==> src/pkg/ssppe_pkg.sv <==
// Purpose: constants for the serial port engine (spi mode)
// Assumes: 8-bit register port, 25 MHz system clock
// Notes: register offsets are the printed addresses

package ssppe_pkg;
  localparam logic [7:0] ADDR_PIR = 8'h0c;
  localparam logic [7:0] ADDR_BUF = 8'h13;
  localparam logic [7:0] ADDR_CON = 8'h14;
  localparam logic [7:0] ADDR_PIE = 8'h8c;
  localparam logic [7:0] ADDR_STAT = 8'h94;
  localparam logic [7:0] ADDR_PORTA_DIR = 8'h85;
  localparam logic [7:0] ADDR_PORTC_DIR = 8'h87;
  localparam logic [7:0] RESET_CON = 8'h00;
  localparam logic [7:0] RESET_STAT = 8'h00;
  localparam logic [7:0] RESET_PIR = 8'h00;
  localparam logic [7:0] RESET_PIE = 8'h00;
  localparam logic [5:0] RESET_DIR = 6'h3f;
  localparam int CON_COLLISION = 7;
  localparam int CON_OVERFLOW = 6;
  localparam int CON_ENABLE = 5;
  localparam int CON_POLARITY = 4;
  localparam int STAT_SAMPLE = 7;
  localparam int STAT_EDGE = 6;
  localparam int STAT_FULL = 0;
  localparam int PIR_SERIAL = 3;
  localparam int DIR_SDI = 4;
  localparam int DIR_SDO = 5;
  localparam int DIR_SCK = 3;
  localparam int DIR_SS = 5;
  localparam logic [3:0] MODE_DIV4 = 4'h0;
  localparam logic [3:0] MODE_DIV16 = 4'h1;
  localparam logic [3:0] MODE_DIV64 = 4'h2;
  localparam logic [3:0] MODE_TIMER = 4'h3;
  localparam logic [3:0] MODE_SLAVE_SS = 4'h4;
  localparam logic [3:0] MODE_SLAVE = 4'h5;
  // half-bit periods minus one, in system cycles, for the master rates
  localparam logic [5:0] HALF_DIV4 = 6'h01;
  localparam logic [5:0] HALF_DIV16 = 6'h07;
  localparam logic [5:0] HALF_DIV64 = 6'h1f;
  localparam int BIT_COUNT = 8;
  typedef enum logic [2:0] {
    ST_IDLE = 3'b001,
    ST_LEAD = 3'b010,
    ST_TRAIL = 3'b100
  } ssppe_state_type;
endpackage

==> src/hw/ssppe_sync.sv <==
// Purpose: two-flop synchroniser for pin inputs
// Assumes: single system clock
// Notes: first flop is read only by the second

`timescale 1ns/100ps
`default_nettype none
module ssppe_sync #(
  parameter int WIDTH = 1
) (
  input wire logic clk_sys,
  input wire logic reset,
  input wire logic [WIDTH-1:0] asyncIn,
  input wire logic [WIDTH-1:0] resetValue,
  output logic [WIDTH-1:0] syncOut
);
  logic [WIDTH-1:0] stageOne;
  always_ff @(posedge clk_sys) begin
    if (reset) begin
      stageOne <= resetValue;
      syncOut <= resetValue;
    end else begin
      stageOne <= asyncIn;
      syncOut <= stageOne;
    end
  end
endmodule
`default_nettype wire

==> src/hw/ssppe_engine.sv <==
// Purpose: spi engine of the synchronous serial port, register port and pins
// Assumes: 25 MHz clk_sys; pins pass two flops; external sck slow vs clk_sys
// Notes: direction registers included so serial roles can be overridden
//
// Our own choice: the strobed register port.

`timescale 1ns/100ps
`default_nettype none
// Notes on behaviour
// - shift register hidden; only buffer reads/writes reach it
// - port runs only while enable bit is set; clear, reconfigure, set
// - pin roles follow direction bits: sdi in, sdo out, sck per mode, ss in
// - direction opposite to serial role frees the pin as general i/o
// - shift out on programmed edge, capture on the opposite edge; edge bit only stored, shift on return to idle
// - master starts a byte right after a buffer write
// - master with sck as input keeps sampling sdi at the set rate
// - slave shifts on external clocks, flags interrupt at last bit
// - polarity bit sets sck idle level; msb first
// - master rate is fosc/4, /16, /64 or timer output/2
// - slave keeps working in sleep, byte completion can wake device
// - slave-select gating only in mode 04h with ss direction input
// - gated and ss low drives sdo; ss high floats sdo at once
// - gated mode resets the engine while ss is high
// - sdo as input stops transmission; sdi may stay input
// - eight bits move to buffer, set full and interrupt flags; read clears full
// - buffer write during transfer is dropped and sets collision flag
// - overflow only in slave mode when buffer still unread; byte lost
// - modes 0-3 master rates, 4 slave gated, 5 slave with free ss
module ssppe_engine
  import ssppe_pkg::*;
(
  input wire logic clk_sys,
  input wire logic reset,
  input wire logic [7:0] regAddr,
  input wire logic [7:0] regWriteData,
  input wire logic regWrite,
  input wire logic regRead,
  output logic [7:0] regReadData,
  input wire logic timerTwoOutput,
  input wire logic sleepMode,
  output logic wakeRequest,
  input wire logic sckIn,
  output logic sckOut,
  output logic sckOe,
  input wire logic sdiIn,
  output logic sdoOut,
  output logic sdoOe,
  input wire logic ssIn
);
  logic [7:0] serialControl;
  logic [1:0] statusCfg;
  logic bufferFull;
  logic [7:0] pirFlags;
  logic [7:0] pieBits;
  logic [5:0] portcDirection;
  logic [5:0] portaDirection;
  logic [7:0] serialBuffer;
  logic [7:0] shiftRegister;
  logic [3:0] bitCount;
  logic [5:0] divCount;
  logic timerSeen;
  logic timerHalf;
  logic sckSync;
  logic ssSync;
  logic sdiSync;
  logic sckPrev;
  logic sampledBit;
  ssppe_state_type state;

  logic portOn;
  logic masterMode;
  logic slaveMode;
  logic gateActive;
  logic slaveHold;
  logic byteDone;
  logic leadEvent;
  logic trailEvent;
  logic rateTick;
  logic busy;
  logic bufWrite;
  logic bufRead;
  logic sckEdgeRise;
  logic sckEdgeFall;
  logic [5:0] halfPeriod;

  function automatic logic isHit(input logic [7:0] a, input logic [7:0] target);
    return a == target;
  endfunction

  assign portOn = serialControl[CON_ENABLE];
  assign masterMode = portOn && serialControl[3:0] <= MODE_TIMER;
  assign slaveMode = portOn && (serialControl[3:0] == MODE_SLAVE_SS || serialControl[3:0] == MODE_SLAVE);
  assign gateActive = slaveMode && serialControl[3:0] == MODE_SLAVE_SS && portaDirection[DIR_SS];
  assign slaveHold = gateActive && ssSync;
  assign bufWrite = regWrite && isHit(regAddr, ADDR_BUF);
  assign bufRead = regRead && isHit(regAddr, ADDR_BUF);
  assign busy = state != ST_IDLE;

  ssppe_sync #(
    .WIDTH(4)
  ) u_sync (
    .clk_sys(clk_sys),
    .reset(reset),
    .asyncIn({sckIn, ssIn, sdiIn, timerTwoOutput}),
    .resetValue(4'h0),
    .syncOut({sckSync, ssSync, sdiSync, timerSeen})
  );

  // divider: produces a half-bit tick for master rates
  always_comb begin
    unique case (serialControl[1:0])
      2'b00: halfPeriod = HALF_DIV4;
      2'b01: halfPeriod = HALF_DIV16;
      default: halfPeriod = HALF_DIV64;
    endcase
  end

  always_ff @(posedge clk_sys) begin
    if (reset || !busy) begin
      divCount <= 6'h00;
    end else if (divCount == halfPeriod) begin
      divCount <= 6'h00;
    end else begin
      divCount <= divCount + 6'h01;
    end
  end

  // timer output edges halved: each timer pulse is one half bit
  always_ff @(posedge clk_sys) begin
    if (reset) begin
      timerHalf <= 1'b0;
    end else begin
      timerHalf <= timerSeen;
    end
  end

  always_comb begin
    if (serialControl[3:0] == MODE_TIMER) begin
      rateTick = timerSeen && !timerHalf;
    end else begin
      rateTick = divCount == halfPeriod;
    end
  end

  always_ff @(posedge clk_sys) begin
    if (reset) begin
      sckPrev <= 1'b0;
    end else begin
      sckPrev <= sckSync;
    end
  end
  assign sckEdgeRise = sckSync && !sckPrev;
  assign sckEdgeFall = !sckSync && sckPrev;

  always_comb begin
    if (masterMode) begin
      leadEvent = rateTick && state == ST_LEAD;
      trailEvent = rateTick && state == ST_TRAIL;
    end else if (slaveMode && !slaveHold) begin
      // leaving idle level samples, return to idle shifts (edge bit clear)
      leadEvent = serialControl[CON_POLARITY] ? sckEdgeFall : sckEdgeRise;
      trailEvent = serialControl[CON_POLARITY] ? sckEdgeRise : sckEdgeFall;
    end else begin
      leadEvent = 1'b0;
      trailEvent = 1'b0;
    end
  end

  assign byteDone = trailEvent && bitCount == 4'(BIT_COUNT - 1) && state == ST_TRAIL;

  // shift engine: sample on lead, shift out on trail, msb first
  always_ff @(posedge clk_sys) begin
    if (reset || !portOn || slaveHold) begin
      state <= ST_IDLE;
      bitCount <= 4'h0;
    end else begin
      unique case (state)
        ST_IDLE: begin
          if (masterMode && bufWrite) begin
            state <= ST_LEAD;
          end else if (slaveMode && leadEvent) begin
            state <= ST_TRAIL;
          end
        end
        ST_LEAD: begin
          if (leadEvent) begin
            state <= ST_TRAIL;
          end
        end
        ST_TRAIL: begin
          if (trailEvent) begin
            bitCount <= byteDone ? 4'h0 : bitCount + 4'h1;
            state <= byteDone ? ST_IDLE : (masterMode ? ST_LEAD : ST_TRAIL);
          end
        end
      endcase
    end
  end

  always_ff @(posedge clk_sys) begin
    if (reset) begin
      shiftRegister <= 8'h00;
    end else if (bufWrite && !busy) begin
      shiftRegister <= regWriteData;
    end else if (trailEvent && state == ST_TRAIL) begin
      shiftRegister <= {shiftRegister[6:0], sampledBit};
    end
  end

  // sample kept apart so the unsent lsb is not overwritten before it leaves
  always_ff @(posedge clk_sys) begin
    if (reset) begin
      sdoOut <= 1'b0;
      sampledBit <= 1'b0;
    end else begin
      sdoOut <= shiftRegister[7];
      if (leadEvent) begin
        sampledBit <= sdiSync;
      end
    end
  end

  always_ff @(posedge clk_sys) begin
    if (reset) begin
      serialBuffer <= 8'h00;
    end else if (byteDone && !(slaveMode && bufferFull)) begin
      serialBuffer <= {shiftRegister[6:0], sampledBit};
    end
  end

  // flags: hardware set wins over a software clear in the same cycle
  always_ff @(posedge clk_sys) begin
    if (reset) begin
      bufferFull <= 1'b0;
    end else if (byteDone) begin
      bufferFull <= 1'b1;
    end else if (bufRead || !portOn) begin
      bufferFull <= 1'b0;
    end
  end

  always_ff @(posedge clk_sys) begin
    if (reset) begin
      serialControl <= RESET_CON;
    end else begin
      if (regWrite && isHit(regAddr, ADDR_CON)) begin
        serialControl <= regWriteData;
      end
      if (bufWrite && busy) begin
        serialControl[CON_COLLISION] <= 1'b1;
      end
      if (byteDone && slaveMode && bufferFull) begin
        serialControl[CON_OVERFLOW] <= 1'b1;
      end
    end
  end

  always_ff @(posedge clk_sys) begin
    if (reset) begin
      statusCfg <= RESET_STAT[7:6];
      pirFlags <= RESET_PIR;
      pieBits <= RESET_PIE;
      portcDirection <= RESET_DIR;
      portaDirection <= RESET_DIR;
    end else begin
      if (regWrite && isHit(regAddr, ADDR_STAT)) begin
        statusCfg <= regWriteData[7:6];
      end
      if (regWrite && isHit(regAddr, ADDR_PIE)) begin
        pieBits <= regWriteData;
      end
      if (regWrite && isHit(regAddr, ADDR_PORTC_DIR)) begin
        portcDirection <= regWriteData[5:0];
      end
      if (regWrite && isHit(regAddr, ADDR_PORTA_DIR)) begin
        portaDirection <= regWriteData[5:0];
      end
      if (regWrite && isHit(regAddr, ADDR_PIR)) begin
        pirFlags <= regWriteData;
      end
      if (byteDone) begin
        pirFlags[PIR_SERIAL] <= 1'b1;
      end
    end
  end

  always_ff @(posedge clk_sys) begin
    if (reset) begin
      regReadData <= 8'h00;
    end else if (regRead) begin
      unique case (regAddr)
        ADDR_PIR: regReadData <= pirFlags;
        ADDR_BUF: regReadData <= serialBuffer;
        ADDR_CON: regReadData <= serialControl;
        ADDR_PIE: regReadData <= pieBits;
        ADDR_STAT: regReadData <= {statusCfg, 5'h00, bufferFull};
        ADDR_PORTA_DIR: regReadData <= {2'h0, portaDirection};
        ADDR_PORTC_DIR: regReadData <= {2'h0, portcDirection};
        default: regReadData <= 8'h00;
      endcase
    end else begin
      regReadData <= 8'h00;
    end
  end

  // pins: a pin programmed against its serial role is left to general i/o
  assign sckOut = (masterMode && state != ST_IDLE) ? ((state == ST_TRAIL) ^ serialControl[CON_POLARITY]) :
    serialControl[CON_POLARITY];
  assign sckOe = masterMode && !portcDirection[DIR_SCK];
  assign sdoOe = portOn && !portcDirection[DIR_SDO] && !slaveHold;
  assign wakeRequest = sleepMode && slaveMode && pirFlags[PIR_SERIAL] && pieBits[PIR_SERIAL];

  a_read_clears_full: assert property (@(posedge clk_sys) disable iff (reset)
    bufRead && !byteDone |=> !bufferFull) else $error("full flag not cleared");
  a_done_sets_flags: assert property (@(posedge clk_sys) disable iff (reset)
    byteDone |=> bufferFull && pirFlags[PIR_SERIAL]) else $error("flags not set");
  a_collision_flag: assert property (@(posedge clk_sys) disable iff (reset)
    bufWrite && busy |=> serialControl[CON_COLLISION]) else $error("no collision");
  a_collision_keeps_buf: assert property (@(posedge clk_sys) disable iff (reset)
    bufWrite && busy && !byteDone |=> $stable(serialBuffer)) else $error("buffer changed");
  a_no_master_ovf: assert property (@(posedge clk_sys) disable iff (reset)
    masterMode && !serialControl[CON_OVERFLOW] && !(regWrite && regAddr == ADDR_CON)
    |=> !serialControl[CON_OVERFLOW]) else $error("overflow in master");
  a_ss_floats_sdo: assert property (@(posedge clk_sys) disable iff (reset)
    slaveHold |-> !sdoOe) else $error("sdo driven with ss high");
  a_ss_resets: assert property (@(posedge clk_sys) disable iff (reset)
    slaveHold |=> state == ST_IDLE) else $error("engine not reset");
  a_master_starts: assert property (@(posedge clk_sys) disable iff (reset)
    masterMode && bufWrite && !busy |=> state == ST_LEAD) else $error("no start");
  a_disabled_idle: assert property (@(posedge clk_sys) disable iff (reset)
    !portOn |=> !busy) else $error("busy while disabled");
  a_sck_idle: assert property (@(posedge clk_sys) disable iff (reset)
    !busy |-> sckOut == serialControl[CON_POLARITY]) else $error("sck idle level");
  c_master_byte: cover property (@(posedge clk_sys) masterMode && byteDone);
  c_slave_byte: cover property (@(posedge clk_sys) slaveMode && byteDone);
  c_overflow: cover property (@(posedge clk_sys) byteDone && slaveMode && bufferFull);
  c_collision: cover property (@(posedge clk_sys) bufWrite && busy);
endmodule
`default_nettype wire

==> config.mk <==
export PLATFORM = sky130hd
export DESIGN_NAME = ssppe_engine
export DESIGN_NICKNAME = d
export VERILOG_FILES = /design/src/pkg/ssppe_pkg.sv /design/src/hw/ssppe_sync.sv /design/src/hw/ssppe_engine.sv
export SDC_FILE = /design/constraint.sdc
export NUM_CORES = 1
export LEC_CHECK = 0
export ABC_AREA = 1
export ABC_CLOCK_PERIOD_IN_PS = 4300
export BUFFER_PORTS_ARGS = -buffer_cell sky130_fd_sc_hd__buf_4
export CAP_MARGIN = 10
export CORE_MARGIN = 2
export CORE_UTILIZATION = 52
export DETAILED_ROUTE_END_ITERATION = 7
export GPL_TIMING_DRIVEN = 0
export PLACE_DENSITY = 0.77
export SYNTH_ARGS = -nofsm -noshare
export SYNTH_HDL_FRONTEND = slang
export SYNTH_SLANG_ARGS = --single-unit
==> constraint.sdc <==
create_clock -name clk_sys -period 4.3 [get_ports clk_sys]
set_input_delay 0.43 -clock clk_sys [delete_from_list [all_inputs] [get_ports clk_sys]]
set_output_delay 0.43 -clock clk_sys [all_outputs]
set_load 0.02 [all_outputs]
==> metrics.txt <==
run status completed; crit path buf inv count 1; initial antenna violation count 0; drt initial violations 287; Final Instance Area 4570 µm²; Die Span Y 91.6 µm; Seq/Total Area, Yosys 0.442; share of cells above drive strength 1 0.150; Port Buffers 35; Clock Tree Buf Depth 2; Pwr Total 1.44 mW; gr ovfl total 0; worst r2r path cells 10; maximum clock rate 469 MHz; post-route ant nets 0; Max Slew Vio Count 0; worst skew pair latency 0.37 ns; crit path time final 2.13 ns; pin count of the biggest net entering global routing 16; DR DRC count 0; Req. time, crit path 3.87 ns; TritonRoute pass-1 iters 5; placed insts 688; power per cell area 316 nW/µm²; critical path peak fanout 4; final setup fails 0; cell breakdown of the critical path nor2_2, nand2_1, nor2_2, xor2_1, buf_4; core area 7330 µm²; Die W 91.6 µm; Final WS setup 2.17 ns; WL final 9.80 mm; crit share post-route 0.496; Crit Path Category reg -> out; r2r setup slk 2.47 ns; cell area after synthesis 3990 µm²; post-place setup slack 2.21 ns; Clock Root Buffer clkbuf_8; Max-Cap Viols 0; synth warn 0; Final Hold Viols 0; post-route setup TNS 0 ns; area delta synth->final 14.5%; DR vias 3784; DR vias/cell 5.38; Post CTS Setup Buffer Count 0; Post-Layout Cell Count 704; Seq cells post-synth 88; CTS tree built; placed inst area 4370 µm²; max incr delay on CP 0.35 ns; Initial Utilization 0.544; CTS Sinks 88; first-pass GRT wire length 16.1 mm; FF-to-FF End shiftRegister[1]; Slew headroom 0.580; vias in the first global route 3401; Leak Pwr 2.02 nW; routed len/inst 13.9 µm; RD Place Congestion 0.904; Worst EP arrival 1.70 ns; reg-to-reg critical path startpoint serialControl[3]; hold crit path type in -> reg; Post-Syn Area per Cell 7.20 µm²; Total GRT Usage 0.245; Primary FF master, synth dfxtp_1; Gate Count Post-Synth 554; final core area utilization 0.623; crit-path leading delay family simple AND/OR/NAND/NOR gates; nets 627; Post-Syn Nets 581; io pins 38; Slowest-stage cell, CP dfxtp_1; Startpoint Class flop; cell repeated most along the worst path nor2_2; Cell Rows 31; hold slack 0.264 ns; worst hold stages 3; post-CTS sizing 0; die area 8390 µm²; Antenna diodes 0; TritonCTS buffer count 9; Unique masters post-synth 42; slew at the pin closest to its max-slew limit 0.624 ns; hold path endpoint u_sync.stageOne[0]; ys async rst share 0; EDFF count, synth 0; RSZ-0062 raised after global routing false; CP Capture Type output port; skew final 0.0154 ns; Max VDD drop 0.229 mV; Worst-path clk slew 0.08 ns; hold_sp timerTwoOutput; Max H-tree Level 3; hold_buf cts 0; Detail Placement HPWL 7.28 mm
## worst max path at each step
stage | start | cells after the start | end
after global placement | regAddr[6] | 7 | pieBits[4]
after CTS | serialControl[3] | 5 | sckOut
after floorplan | regAddr[7] | 9 | serialControl[1]
after global routing | serialControl[3] | 5 | sckOut
final | serialControl[3] | 5 | sckOut
after detailed placement | regAddr[6] | 7 | pieBits[1]
## worst min-delay path: cells and delay by family
kind	cells	cell delay, ns
buffers and inverters	2	0.10
AND/OR/NAND/NOR	1	0.06
## cell usage after synthesis, types with 2 or more instances
library cell,count,area share
nand4_1,4,0.0063
buf_6,2,0.0056
nor2_2,6,0.0094
o22ai_1,9,0.014
inv_2,4,0.0038
ha_1,2,0.0063
nand2_1,111,0.10
o21ai_0,27,0.034
nand2_2,8,0.013
nor2_4,2,0.0056
nand3_2,3,0.0075
clkbuf_1,4,0.0038
nor3_1,5,0.0063
a31oi_1,4,0.0063
a41oi_1,2,0.0044
buf_1,2,0.0019
xor2_1,5,0.011
buf_2,3,0.0038
o211ai_1,6,0.011
o21ai_1,6,0.0075
nor2_1,83,0.078
a21oi_1,48,0.060
dfxtp_1,88,0.44
inv_1,70,0.066
nand3_1,30,0.038
nor3_2,2,0.0050
nand2_4,3,0.0085
## final cells by class
type | instances | area, µm²
fill | 651 | 2770
multi-input combinational | 378 | 1870
sequential | 88 | 1760
inverter | 75 | 282
timing repair buffer | 35 | 263
clock buffer | 11 | 151
tap | 99 | 124
buffer | 13 | 75.1
clock inverter | 5 | 40.0
## cell families after synthesis
group	share of synthesized area
AOI/OAI and AO/OA	0.144
adders and majority gates	0.00627
buffers and inverters	0.0894
muxes	0.00282
xor gates and xnor gates	0.0132
DFF	0.442
and+or+nand+nor	0.303
## layout by cell type, fill, tap and decap left out, types with 2 or more instances in the layout
cell / Yosys / routed
nand2_1: 111 / 111
dfxtp_1: 88 / 88
nor2_1: 83 / 83
inv_1: 70 / 70
a21oi_1: 48 / 48
buf_4: 1 / 36
nand3_1: 30 / 30
o21ai_0: 27 / 27
clkbuf_8: 0 / 11
o22ai_1: 9 / 9
nand2_2: 8 / 8
nor2_2: 6 / 6
o21ai_1: 6 / 6
o211ai_1: 6 / 6
xor2_1: 5 / 5
nor3_1: 5 / 5
inv_2: 4 / 4
clkbuf_1: 4 / 4
nand4_1: 4 / 4
a31oi_1: 4 / 4
nand3_2: 3 / 3
nand2_4: 3 / 3
buf_2: 3 / 3
clkinvlp_4: 0 / 3
buf_1: 2 / 2
nor2_4: 2 / 2
nor3_2: 2 / 2
buf_6: 2 / 2
a41oi_1: 2 / 2
ha_1: 2 / 2
## power breakdown
group	switching (mW)	leakage, nW	total (mW)	internal (mW)
Sequential	0.00147	0.711	0.820	0.819
Combinational	0.0444	1.22	0.0681	0.0237
Clock	0.309	0.0882	0.553	0.245
Total	0.354	2.02	1.44	1.09
## metal layers
layer | share of wire | vias to the layer above | track usage
met4 | 0.022 | 0 | 0.120
met5 | 0 | - | 0
li1 | - | 1875 | -
met1 | 0.45 | 1732 | 0.326
met3 | 0.078 | 19 | 0.0365
met2 | 0.45 | 158 | 0.388
## state kept, by name, indices dropped and copies added (netlist names), 2 cells and up
name and flops:
bitCount 4, divCount 6, pieBits 8, pirFlags 8, portaDirection 6, portcDirection 6, regReadData 8, serialBuffer 8
serialControl 8, shiftRegister 8, state 3, statusCfg 2, u_sync.stageOne 4, u_sync.syncOut 4
(Power assumes the default switching activity.)
